[src/verilog/adc_status_pkg.sv]
// Purpose: shared constants for the result/status register block
// Assumes: 24-bit result path, 8-bit status byte, serial command byte
// Notes: nothing here is synthesised on its own
`default_nettype none

package adc_status_pkg;

    // =========================================================
    // register select codes and command byte layout
    localparam logic [2:0] SEL_STATUS = 3'h0;
    localparam logic [2:0] SEL_DATA = 3'h1;
    localparam int CMD_OP_MSB = 7;
    localparam int CMD_OP_LSB = 6;
    localparam int CMD_SEL_MSB = 2;
    localparam int CMD_SEL_LSB = 0;
    localparam logic [1:0] OP_WRITE = 2'h0;
    localparam logic [1:0] OP_READ = 2'h1;
    localparam logic [1:0] OP_CONT_START = 2'h2;
    localparam logic [1:0] OP_CONT_STOP = 2'h3;
    localparam logic [7:0] CMD_STOP_CONT = 8'h30;

    // =========================================================
    // status byte field positions
    localparam int ST_READY_BIT = 7;
    localparam int ST_SETTLED_BIT = 6;
    localparam int ST_STANDBY_BIT = 5;
    localparam int ST_MISSING_REFERENCE_FLAG_BIT = 4;
    localparam int ST_FACTORY_MSB = 3;

    // =========================================================
    // reset values, and the all-ones result used when the reference is missing
    localparam logic RST_READY_N = 1'b1;
    localparam logic RST_SETTLED = 1'b1;
    localparam logic RST_STANDBY = 1'b0;
    localparam logic [23:0] RST_RESULT = 24'h000000;
    localparam logic [23:0] RESULT_ALL_ONES = 24'hFFFFFF;

    // =========================================================
    // modes and lengths
    localparam logic [2:0] MODE_STANDBY = 3'h3;
    localparam logic [4:0] LEN_BYTE = 5'h08;
    localparam logic [4:0] LEN_WORD16 = 5'h10;
    localparam logic [4:0] LEN_WORD24 = 5'h18;

    // =========================================================
    // timing: ready stays high around an overwrite
    localparam int HOLD_MCLK_PERIODS = 100;
    localparam int CLK_PERIOD_NS = 5;
    localparam int MCLK_PERIOD_NS = 5;
    localparam int HOLD_CYCLES = (HOLD_MCLK_PERIODS * MCLK_PERIOD_NS + CLK_PERIOD_NS - 1) / CLK_PERIOD_NS;

endpackage

`default_nettype wire

[src/verilog/serial_xfer_if.sv]
// Purpose: transfer request/answer bundle between control and shifter
// Assumes: one transfer at a time, up to 24 bits, msb first
// Notes: tx_word is right aligned
`timescale 1ns/1ps
`default_nettype none

interface serial_xfer_if;
    logic start;
    logic [4:0] len;
    logic [23:0] tx_word;
    logic abort;
    logic busy;
    logic done;
    logic byte_done;
    logic [7:0] rx_byte;
    logic [23:0] rx_word;

    modport ctrl (output start, output len, output tx_word, output abort,
                  input busy, input done, input byte_done, input rx_byte, input rx_word);
    modport port (input start, input len, input tx_word, input abort,
                  output busy, output done, output byte_done, output rx_byte, output rx_word);
endinterface

`default_nettype wire

[src/verilog/bit_sync.sv]
// Purpose: two-flop synchroniser for one pin
// Assumes: input asynchronous to clk
// Notes: first stage feeds only the second
`timescale 1ns/1ps
`default_nettype none

module bit_sync #(
    parameter logic RST_VAL = 1'b0
) (
    input wire logic clk,
    input wire logic rst,
    input wire logic d,
    output logic q
);
    logic meta_r;

    always_ff @(posedge clk or posedge rst) begin
        if (rst) begin
            meta_r <= RST_VAL;
            q <= RST_VAL;
        end else begin
            meta_r <= d;
            q <= meta_r;
        end
    end
endmodule // bit_sync

`default_nettype wire

[src/verilog/serial_shifter.sv]
// Purpose: bit-level serial shifter, oversampling the serial clock
// Assumes: serial clock idles high; out changes on fall, in sampled on rise
// Notes: inputs arrive already synchronised
`timescale 1ns/1ps
`default_nettype none

module serial_shifter (
    input wire logic clk,
    input wire logic rst,
    input wire logic sclk_s,
    input wire logic cs_n_s,
    input wire logic din_s,
    serial_xfer_if.port xf,
    output logic dout,
    output logic dout_oe_n
);
    logic sclk_d_r;
    logic busy_r, busy_nxt;
    logic [4:0] cnt_r, cnt_nxt;
    logic [23:0] out_r, out_nxt;
    logic [23:0] in_r, in_nxt;
    logic [2:0] bytec_r, bytec_nxt;
    logic first_r, first_nxt;
    logic dout_nxt;
    logic done_r, done_nxt;
    logic bdone_r, bdone_nxt;
    logic rise, fall;

    // =========================================================
    // edge finding, on synchronised copies only
    assign rise = sclk_s & ~sclk_d_r;
    assign fall = ~sclk_s & sclk_d_r;

    always_comb begin
        busy_nxt = busy_r;
        cnt_nxt = cnt_r;
        out_nxt = out_r;
        in_nxt = in_r;
        bytec_nxt = bytec_r;
        first_nxt = first_r;
        dout_nxt = dout;
        done_nxt = 1'b0;
        bdone_nxt = 1'b0;
        if (xf.start) begin
            busy_nxt = 1'b1;
            cnt_nxt = xf.len;
            out_nxt = xf.tx_word << (5'd24 - xf.len);
            dout_nxt = out_nxt[23];
            in_nxt = '0;
            bytec_nxt = 3'h0;
            first_nxt = 1'b1;
        end else if (busy_r && xf.abort) begin
            busy_nxt = 1'b0;
        end else if (busy_r && !cs_n_s) begin
            if (rise) begin
                in_nxt = {in_r[22:0], din_s};
                cnt_nxt = cnt_r - 5'd1;
                bytec_nxt = bytec_r + 3'd1;
                first_nxt = 1'b0;
                bdone_nxt = (bytec_r == 3'd7);
                if (cnt_r == 5'd1) begin
                    busy_nxt = 1'b0;
                    done_nxt = 1'b1;
                end
            end else if (fall && !first_r) begin
                // first fall only opens the frame; msb is already out
                out_nxt = {out_r[22:0], 1'b0};
                dout_nxt = out_r[22];
            end
        end
    end

    always_ff @(posedge clk or posedge rst) begin
        if (rst) begin
            sclk_d_r <= 1'b1;
            busy_r <= 1'b0;
            cnt_r <= 5'h00;
            out_r <= 24'h000000;
            in_r <= 24'h000000;
            bytec_r <= 3'h0;
            first_r <= 1'b0;
            dout <= 1'b0;
            dout_oe_n <= 1'b1;
            done_r <= 1'b0;
            bdone_r <= 1'b0;
        end else begin
            sclk_d_r <= sclk_s;
            busy_r <= busy_nxt;
            cnt_r <= cnt_nxt;
            out_r <= out_nxt;
            in_r <= in_nxt;
            bytec_r <= bytec_nxt;
            first_r <= first_nxt;
            dout <= dout_nxt;
            dout_oe_n <= cs_n_s;
            done_r <= done_nxt;
            bdone_r <= bdone_nxt;
        end
    end

    assign xf.busy = busy_r;
    assign xf.done = done_r;
    assign xf.byte_done = bdone_r;
    assign xf.rx_byte = in_r[7:0];
    assign xf.rx_word = in_r;
endmodule // serial_shifter

`default_nettype wire

[src/verilog/adc_result_status_registers.sv]
// Purpose: conversion result register and status byte behind the serial port
// Assumes: result_strobe, cal_done and mode inputs come from logic on clk
// Notes: pins and the reference detector are synchronised here
`timescale 1ns/1ps
`default_nettype none

//
// Contract
// - status bit 7 equals the ready flag driving the ready pin.
// - settled bit re-evaluated at each result load once quick-settle has been active.
// - during quick-settle step response settled stays high while ready falls.
// - once FIR settled, settled bit falls together with ready.
// - without quick-settle, settled clears on first result read only.
// - events raising ready raise settled too, except a result read.
// - standby bit set by standby pin or mode code 011.
// - standby bit resets to 0 with standby pin high.
// - missing-reference bit follows the reference detector.
// - result loads all ones when reference missing at completion.
// - calibration coefficient update blocked when reference missing.
// - low four status bits are factory marker, no reliable value.
// - result register holds latest value, read-only to host.
// - result is 16 or 24 bits per word-length select.
// - ready driven low on pin and bit at each result load.
// - ready returns high after full word read out and at an unread overwrite.
// - unread result overwrite: ready high 100 clocks, then low.
// - selected result write must be shifted before next command.
// - bits written to the result register are discarded.
// - result register resets to zero.
// - continuous read repeats until command byte 30 hex.
module adc_result_status_registers #(
    parameter logic [3:0] FACTORY_MARKER = 4'h0, // arbitrary value
    parameter int HOLD_CYCLES = adc_status_pkg::HOLD_CYCLES
) (
    input wire logic clk,
    input wire logic rst,
    input wire logic sclk,
    input wire logic cs_n,
    input wire logic din,
    output logic dout,
    output logic dout_oe_n,
    output logic result_ready_n,
    input wire logic standby_n,
    input wire logic ref_missing,
    input wire logic result_strobe,
    input wire logic [23:0] result_value,
    input wire logic quick_settle_active,
    input wire logic fir_settled,
    input wire logic cal_done,
    output logic cal_coeff_write,
    input wire logic word_length_select,
    input wire logic [2:0] operating_mode_field,
    output logic filter_settled_flag,
    output logic standby_flag,
    output logic missing_reference_flag
);
    typedef enum logic [1:0] {IF_CMD, IF_READ, IF_WRITE, IF_CONT} if_state_t;

    serial_xfer_if xf ();

    logic sclk_s, cs_n_s, din_s, standby_flag_n_s, miss_s;

    if_state_t st_r, st_nxt;
    logic [2:0] sel_r, sel_nxt;
    logic start_r, start_nxt;
    logic [4:0] len_r, len_nxt;
    logic [23:0] tx_r, tx_nxt;
    logic abort_r, abort_nxt;

    logic [23:0] data_r, data_nxt;
    logic [23:0] pend_r, pend_nxt;
    logic ready_n_r, ready_n_nxt;
    logic settled_r, settled_nxt;
    logic standby_r, standby_nxt;
    logic quick_used_r, quick_used_nxt;
    logic hold_r, hold_nxt;
    logic [7:0] hold_cnt_r, hold_cnt_nxt;
    logic cal_wr_r, cal_wr_nxt;

    logic [7:0] status_byte;
    logic [23:0] result_eff;
    logic read_done;
    logic stop_seen;
    logic load;
    logic [4:0] data_len;

    // =========================================================
    // pin synchronisers
    bit_sync #(.RST_VAL(1'b1)) u_sync_sclk (.clk(clk), .rst(rst), .d(sclk), .q(sclk_s));
    bit_sync #(.RST_VAL(1'b1)) u_sync_cs (.clk(clk), .rst(rst), .d(cs_n), .q(cs_n_s));
    bit_sync #(.RST_VAL(1'b0)) u_sync_din (.clk(clk), .rst(rst), .d(din), .q(din_s));
    bit_sync #(.RST_VAL(1'b1)) u_sync_standby_flag (.clk(clk), .rst(rst), .d(standby_n), .q(standby_flag_n_s));
    bit_sync #(.RST_VAL(1'b0)) u_sync_ref (.clk(clk), .rst(rst), .d(ref_missing), .q(miss_s));

    serial_shifter u_shifter (
        .clk(clk),
        .rst(rst),
        .sclk_s(sclk_s),
        .cs_n_s(cs_n_s),
        .din_s(din_s),
        .xf(xf.port),
        .dout(dout),
        .dout_oe_n(dout_oe_n)
    );

    assign xf.start = start_r;
    assign xf.len = len_r;
    assign xf.tx_word = tx_r;
    assign xf.abort = abort_r;

    // =========================================================
    // status byte and result framing
    always_comb begin
        status_byte = 8'h00;
        status_byte[adc_status_pkg::ST_READY_BIT] = ready_n_r;
        status_byte[adc_status_pkg::ST_SETTLED_BIT] = settled_r;
        status_byte[adc_status_pkg::ST_STANDBY_BIT] = standby_r;
        status_byte[adc_status_pkg::ST_MISSING_REFERENCE_FLAG_BIT] = miss_s;
        // marker bits carry no meaning for software
        status_byte[adc_status_pkg::ST_FACTORY_MSB:0] = FACTORY_MARKER;
    end

    assign data_len = word_length_select ? adc_status_pkg::LEN_WORD24
                                         : adc_status_pkg::LEN_WORD16;
    assign result_eff = miss_s ? adc_status_pkg::RESULT_ALL_ONES : result_value;

    // =========================================================
    // command interface
    always_comb begin
        st_nxt = st_r;
        sel_nxt = sel_r;
        len_nxt = len_r;
        tx_nxt = tx_r;
        abort_nxt = 1'b0;
        read_done = 1'b0;
        stop_seen = 1'b0;
        // one cycle gap after done or abort so the new state sets up the next frame
        start_nxt = ~xf.busy & ~start_r & ~xf.done & ~abort_r;
        if (start_nxt) begin
            len_nxt = adc_status_pkg::LEN_BYTE;
            tx_nxt = 24'h000000;
            unique case (st_r)
                IF_CMD: begin
                    tx_nxt = 24'h000000;
                end
                IF_READ, IF_CONT: begin
                    if (sel_r == adc_status_pkg::SEL_STATUS) begin
                        tx_nxt = {16'h0000, status_byte};
                    end else if (sel_r == adc_status_pkg::SEL_DATA) begin
                        len_nxt = data_len;
                        tx_nxt = word_length_select ? data_r : {8'h00, data_r[23:8]};
                    end
                end
                IF_WRITE: begin
                    if (sel_r == adc_status_pkg::SEL_DATA) begin
                        len_nxt = data_len;
                    end
                end
            endcase
        end
        if (st_r == IF_CONT && xf.byte_done && xf.rx_byte == adc_status_pkg::CMD_STOP_CONT) begin
            stop_seen = 1'b1;
            st_nxt = IF_CMD;
            abort_nxt = ~xf.done;
        end else if (xf.done) begin
            unique case (st_r)
                IF_CMD: begin
                    sel_nxt = xf.rx_byte[adc_status_pkg::CMD_SEL_MSB:adc_status_pkg::CMD_SEL_LSB];
                    unique case (xf.rx_byte[adc_status_pkg::CMD_OP_MSB:adc_status_pkg::CMD_OP_LSB])
                        adc_status_pkg::OP_WRITE: st_nxt = IF_WRITE;
                        adc_status_pkg::OP_READ: st_nxt = IF_READ;
                        adc_status_pkg::OP_CONT_START: st_nxt = IF_CONT;
                        adc_status_pkg::OP_CONT_STOP: st_nxt = IF_CMD;
                    endcase
                end
                IF_READ: begin
                    read_done = (sel_r == adc_status_pkg::SEL_DATA);
                    st_nxt = IF_CMD;
                end
                IF_WRITE: begin
                    // shifted-in word is dropped, result stays as it was
                    st_nxt = IF_CMD;
                end
                IF_CONT: begin
                    read_done = (sel_r == adc_status_pkg::SEL_DATA);
                end
            endcase
        end
    end

    // =========================================================
    // result register, ready and settled flags
    always_comb begin
        data_nxt = data_r;
        pend_nxt = pend_r;
        ready_n_nxt = ready_n_r;
        settled_nxt = settled_r;
        hold_nxt = hold_r;
        hold_cnt_nxt = hold_cnt_r;
        load = 1'b0;
        quick_used_nxt = quick_used_r | quick_settle_active;
        if (read_done && !stop_seen) begin
            ready_n_nxt = 1'b1;
            if (!quick_used_r) begin
                settled_nxt = 1'b0;
            end
        end
        if (hold_r) begin
            if (result_strobe) begin
                pend_nxt = result_eff;
            end
            if (hold_cnt_r == 8'h00) begin
                hold_nxt = 1'b0;
                load = 1'b1;
            end else begin
                hold_cnt_nxt = hold_cnt_r - 8'h01;
            end
        end else if (result_strobe) begin
            if (!ready_n_r) begin
                // unread word about to go: warn the host before overwriting
                hold_nxt = 1'b1;
                hold_cnt_nxt = 8'(HOLD_CYCLES - 1);
                pend_nxt = result_eff;
                ready_n_nxt = 1'b1;
                settled_nxt = 1'b1;
            end else begin
                pend_nxt = result_eff;
                load = 1'b1;
            end
        end
        if (load) begin
            data_nxt = pend_nxt;
            ready_n_nxt = 1'b0;
            if (quick_used_nxt) begin
                // high through quick-settle response, low with ready once FIR settled
                settled_nxt = ~fir_settled;
            end
        end
        standby_nxt = ~standby_flag_n_s | (operating_mode_field == adc_status_pkg::MODE_STANDBY);
        cal_wr_nxt = cal_done & ~miss_s;
    end

    // =========================================================
    // registers
    always_ff @(posedge clk or posedge rst) begin
        if (rst) begin
            st_r <= IF_CMD;
            sel_r <= adc_status_pkg::SEL_STATUS;
            start_r <= 1'b0;
            len_r <= adc_status_pkg::LEN_BYTE;
            tx_r <= 24'h000000;
            abort_r <= 1'b0;
            data_r <= adc_status_pkg::RST_RESULT;
            pend_r <= adc_status_pkg::RST_RESULT;
            ready_n_r <= adc_status_pkg::RST_READY_N;
            settled_r <= adc_status_pkg::RST_SETTLED;
            standby_r <= adc_status_pkg::RST_STANDBY;
            quick_used_r <= 1'b0;
            hold_r <= 1'b0;
            hold_cnt_r <= 8'h00;
            cal_wr_r <= 1'b0;
        end else begin
            st_r <= st_nxt;
            sel_r <= sel_nxt;
            start_r <= start_nxt;
            len_r <= len_nxt;
            tx_r <= tx_nxt;
            abort_r <= abort_nxt;
            data_r <= data_nxt;
            pend_r <= pend_nxt;
            ready_n_r <= ready_n_nxt;
            settled_r <= settled_nxt;
            standby_r <= standby_nxt;
            quick_used_r <= quick_used_nxt;
            hold_r <= hold_nxt;
            hold_cnt_r <= hold_cnt_nxt;
            cal_wr_r <= cal_wr_nxt;
        end
    end

    // =========================================================
    // outputs, all from flops
    assign result_ready_n = ready_n_r;
    assign filter_settled_flag = settled_r;
    assign standby_flag = standby_r;
    assign missing_reference_flag = miss_s;
    assign cal_coeff_write = cal_wr_r;
endmodule // adc_result_status_registers

`default_nettype wire

[config.mk]
export PLATFORM = sky130hd
export DESIGN_NAME = adc_result_status_registers
export DESIGN_NICKNAME = d
export VERILOG_FILES = /design/src/verilog/adc_status_pkg.sv /design/src/verilog/serial_xfer_if.sv /design/src/verilog/bit_sync.sv /design/src/verilog/serial_shifter.sv /design/src/verilog/adc_result_status_registers.sv
export SDC_FILE = /design/constraint.sdc
export NUM_CORES = 1
export LEC_CHECK = 0
export BUFFER_PORTS_ARGS = -buffer_cell sky130_fd_sc_hd__buf_2
export CAP_MARGIN = 20
export CORE_ASPECT_RATIO = 0.9
export CORE_MARGIN = 3
export CORE_UTILIZATION = 63
export CTS_CLUSTER_DIAMETER = 60
export CTS_CLUSTER_SIZE = 10
export DETAILED_ROUTE_END_ITERATION = 7
export GPL_TIMING_DRIVEN = 0
export PLACE_DENSITY_LB_ADDON = 0.08
export SYNTH_ARGS = -nofsm -noshare
export SYNTH_HDL_FRONTEND = slang
export SYNTH_SLANG_ARGS = --single-unit
[constraint.sdc]
create_clock -name clk -period 10.53 [get_ports clk]
set_input_delay 2.106 -clock clk [delete_from_list [all_inputs] [get_ports clk]]
set_output_delay 2.106 -clock clk [all_outputs]
set_load 0.005 [all_outputs]
## After elaboration in Yosys (flattened, before gate mapping)

Index checks and enable logic that the tools add are counted.

- Register bits: 154
- Input port bits: 39
- Output and inout bits: 7
- Logic and storage cells: 187

- $add $sub $neg: 4
- Equal/unequal tests: 15
- Shifts and indexed selects: 1
- Muxes and demuxes: 83
- Bitwise operators: 18
- Reductions and logical operators: 30

Operators by type and width:

| operator | number |
|---|---|
| 2-to-1 mux 24 bit | 6 |
| 2-to-1 mux 23 bit | 5 |
| 2-to-1 mux 8 bit | 8 |
| 2-to-1 mux 1 bit | 48 |
| 2-to-1 mux 5 bit | 6 |
| left shift 24 x 5 -> 24 bit | 1 |
| 2-to-1 mux 3 bit | 4 |
| AND reduction 3 bit | 4 |
| nonzero test 3 bit | 4 |
| inverter 1 bit | 10 |
| one-hot mux 5 bit (2 select lines) | 1 |
| nonzero test 2 bit | 5 |
| equality test 2 bit (second input constant) | 4 |
| equality test 8 x 6 -> 1 bit (second input constant) | 1 |
| zero test 8 bit | 1 |
| one-hot mux 2 bit (4 select lines) | 1 |
| subtractor 8 x 1 -> 8 bit (second input constant) | 1 |
| bitwise AND 1 bit | 6 |
| logical AND 1 bit | 6 |
| inequality test 2 bit (second input constant) | 3 |
| equality test 5 x 1 -> 1 bit (second input constant) | 1 |
| subtractor 5 x 1 -> 5 bit (second input constant) | 1 |
| subtractor 5 bit (first input constant) | 1 |
| equality test 2 x 1 -> 1 bit (second input constant) | 2 |
| 15 further kinds | 21 |

## Longest topological paths before layout

- Depth after elaboration: 12
- Depth in mapped cells: 8
- Mapped depth without buffers: 6

## Cells and area by module

Synthesis repeated with hierarchy kept, for this count alone.

- Cells, all modules: 751
- Area, all modules: 8451.9 um^2

By module, submodules not included:

| module | instances | cells each | area an instance (um^2) | sequential area each (um^2) |
|---|---|---|---|---|
| adc_result_status_registers | 1 | 320 | 4161.5 | 2381.0 |
| serial_shifter | 1 | 416 | 4013.8 | 1554.0 |
| bit_sync (u_sync_cs ...) | 3 | 3 | 56.3 | 52.6 |
| bit_sync (u_sync_din ...) | 2 | 3 | 53.8 | 50.0 |

## Worst setup path before layout

No wires, ideal clock.

- Kind: input -> register
- Start: in result_strobe
- End: reg hold_cnt_r[7]
- Setup time: 0.067 ns
- Arrival time: 3.278 ns
- Required time: 10.463 ns
- Slack: 7.185 ns
- Stages on the path: 5
- Buffers on the path: 1
- Cells stage by stage: buf_6 -> and2b_2 -> nor2b_1 -> or4b_2 -> nand2_1

- Longest elaborated chain between the ends: 2

Ends and longest elaborated chain:

| item | line | RTL |
|---|---|---|
| start: declaration | adc_result_status_registers.sv:44 | `input wire logic result_strobe,` |
| nonzero test 2 bit (no source line) | -- |  |
| AND reduction 3 bit (no source line) | -- |  |
| end signal: assignment | adc_result_status_registers.sv:275 | `hold_cnt_r <= hold_cnt_nxt;` |
| end: declaration | adc_result_status_registers.sv:76 | `logic [7:0] hold_cnt_r, hold_cnt_nxt;` |

Every way passes these cells.
A chain may end at the register's enable or synchronous reset.

## Final worst setup path

- Start: reg ready_n_r, in the netlist result_ready_n
- End: out result_ready_n

RTL lines:

| item | line | RTL |
|---|---|---|
| start: declaration | adc_result_status_registers.sv:71 | `logic ready_n_r, ready_n_nxt;` |
| start signal: assignment | adc_result_status_registers.sv:254 | `ready_n_r <= adc_status_pkg::RST_READY_N;` |
| start signal: assignment | adc_result_status_registers.sv:270 | `ready_n_r <= ready_n_nxt;` |
| end: declaration | adc_result_status_registers.sv:41 | `output logic result_ready_n,` |

No word-level cell between the ends.

==> impl_metrics.toml <==
[outcome]
status = "finished, final reports clean"

[cts]
hold_buffers = 0
cts_sinks = 151
clk_path_buf_depth = 2
cts_root_buffer = "clkbuf_16"
cts_tree = "yes"
h-tree-depth = 4
clk_pin_slew_ps = 60
clock_latency_ps = 420
post-cts-setup-buffer-count = 0
cts_resized = 0
numCtsBuffers = 17

[cells_and_area]
synthToLayoutAreaGrowth_pct = 15.3
nNetsFinal = 673
drive_gt1_frac = 0.251
diodes = 0

[timing]
slew_violations = 0
fin_crit_sh = 0.307
max_freq_mhz = 309
finalHoldViolations = 0
fin_crit_ps = 3240
max-slew-margin-rel = 0.518
rsz0062_at_grt = "no"
timing.hold.ws_ps = 354
finalSetupViolCount = 0
fin_skew_ps = 8.02
tns_ps = 0
worst_pin_slew_ps = 723
setup_ws_ps = 7290

[drt]
ant_nets = 0
viasPerCell = 5.92
drt-initial-drc-count = 350
met3WireLength_um = 561
routed.top_layer = "met4"
first_pass_iters = 5
vias = 4515
remaining_drc_errors = 0
wl_per_cell_um = 18.8
wl_met1_mm = 6.65
wl_met2_mm = 6.94
routed_wl_mm = 14.4

[worst_setup_path]
critPathBufInv = 1
rrSetupSlack_ps = 8450
crit_arrival_ps = 1130
worstSetupPathType = "reg -> out"
cpPeakStageDelay_ps = 580
crit_chain = "buf_2"
end_kind = "primary output"
cp.depth = 1
reg2reg_depth = 7
crit_slowest_cell = "dfstp_2"
cp-start-kind = "flop"
cp_max_fo = 6
cp.required_ps = 8420
path_delay_family = "flip-flops"

[power_and_ir_drop]
p_clk_frac = 0.332
p_seq_frac = 0.421
peakVddDrop_mv = 0.151
internal_power_mw = 1.37
switchingPower_mw = 0.600
p_leak_nw = 3.62
swShare = 0.304
power_frac_comb = 0.247
power_density_mw_per_mm2 = 250

[job]
maxCapViolCount = 0

[place]
port-buffer-count = 43
gp_congestion = 0.839
dpl.hpwl_mm = 9.73
pre_cts_ws_ps = 7010

[logic_synthesis]
synth_area_sq_mm = 0.00682
synth-edff-count = 0
synthFlopType = "dfrtp_1"
synth.distinct_cells = 64
netlist.area_leader.share = 0.513
syn_nets = 610
avgSynthCellArea_sq_um = 12.2
ys_ff_latch = 151
synth_area_leaders = "dfrtp_1 51%, mux2i_1 6.2%, dfstp_2 4.2%"
yosysTopAreaCell = "dfrtp_1"
synth_cells = 558
async_flop_share = 1.00
synth_warnings = 0
synth-seq-area-share = 0.556

[worst_hold_path]
whs_path_depth = 0
hold_class = "reg -> reg"

[floorplanning]
start_util = 0.655
io_pins = 46
die_h_um = 105
rows = 35
die-area_sq_mm = 0.0121
core_area_sq_mm = 0.0104
fp.dieW_um = 116

[global_route]
grt_max_degree = 85
grt_pass1_vias = 4834
grtUsageTotal = 0.256
grt_first_pass_wirelength_mm = 24.2
grt_overflow = 0
antenna_found_initial = 0
per-layer routing:
metal  track usage  vias up
met3        0.0649       19
met4        0.0837        0
met1         0.356     2255
met5             0        -
li1              -     2144
met2         0.395       97
path summary, 6_finish.rpt:
check / startpoint / end
setup reg to reg: hold_cnt_r[0] / data_r[11]
setup / recovery: result_ready_n / result_ready_n
max in group asynchronous: rst / len_r[3]
hold reg to reg: u_sync_ref.meta_r / u_sync_ref.q
hold / removal: u_sync_ref.meta_r / u_sync_ref.q
min in group asynchronous: rst / u_sync_din.meta_r
cell type report:
class,count,area [sq um]
Sequential cell,151,3790
Multi-Input combinational cell,349,2710
Fill cell,677,2550
Clock buffer,20,437
Buffer,37,246
Timing Repair Buffer,44,243
Clock inverter,12,201
Tap cell,129,161
Inverter,21,83.8
power by group through the flow:
stage | registers (mW) | clock network [mW] | logic, mW
floorplan | 0.797 | 0 | 0.379
finish | 0.829 | 0.655 | 0.487
CTS | 0.827 | 0.662 | 0.489
global route | 0.847 | 0.689 | 0.538
global placement | 0.826 | 0 | 0.453
detailed placement | 0.833 | 0 | 0.479
registers in the layout, indices dropped and copies added, names as in the netlist, 2 cells and up:
| signal | cells |
|---|---|
| pend_r | 24 |
| u_shifter.bytec_r | 3 |
| hold_cnt_r | 8 |
| tx_r | 24 |
| u_shifter.cnt_r | 5 |
| st_r | 2 |
| data_r | 24 |
| sel_r | 3 |
| u_shifter.xf.rx_word | 8 |
| u_shifter.out_r | 23 |
| len_r | 2 |
cells by family after synthesis:
kind of cell    synth area share
compound gates             0.140
buf+inv                   0.0477
fa+ha+maj                 0.0238
simple gates              0.0957
mux                        0.131
flops                      0.556
xor+xnor                 0.00642
through the flow:
| step | instances | total power, mW | utilization | cell area (sq um) |
|---|---|---|---|---|
| 2_1_floorplan | 558 | 1.18 | - | 6820 |
| 3_3_place_gp | 730 | 1.28 | 0.691 | 7200 |
| 3_5_place_dp | 731 | 1.31 | 0.694 | 7230 |
| 4_1_cts | 763 | 1.98 | 0.755 | 7870 |
| 5_1_grt | 763 | 2.07 | 0.755 | 7870 |
| 6_report | 763 | 1.97 | 0.755 | 7870 |
cells in the final DEF (no fill, tap or decap), types with 4 or more instances in the layout:
cell type and instances:
buf_6 7, dfstp_2 11, o22a_2 9, a21o_1 7, nand2_1 53, o31ai_1 12, inv_1 20, o22a_1 15
bufinv_16 5, clkbuf_16 17, a21oi_1 18, clkbuf_1 18, nor2b_1 4, nor3_1 7, or4_1 5, a22o_1 16
mux2_2 18, buf_2 51, o22ai_1 8, o21ai_0 16, ha_1 13, and2_1 4, dfrtp_1 140, mux2_4 18
a22oi_1 7, a221o_1 4, mux2i_1 42, nand3_1 8, nor2_1 20
Yosys cell counts, types with 2 or more instances:
master    instances
a211oi_1          3
a21o_1            7
a21oi_1          18
a221o_1           4
a22o_1           16
a22oi_1           7
and2_1            4
and3_1            2
buf_1             3
buf_12            2
buf_2             8
buf_6             7
clkbuf_1         15
dfrtp_1         140
dfstp_2          11
ha_1             13
inv_1            21
mux2_2           18
mux2_4           18
mux2i_1          42
nand2_1          53
nand2b_1          2
nand3_1           8
nor2_1           20
nor2b_1           4
nor3_1            7
nor3b_1           3
o21ai_0          16
o22a_1           15
o22a_2            9
o22ai_1           8
o31ai_1          12
or2_2             2
or3_1             3
or4_1             5
xnor2_1           3
xor2_1            2
(Power assumes the default switching activity.)
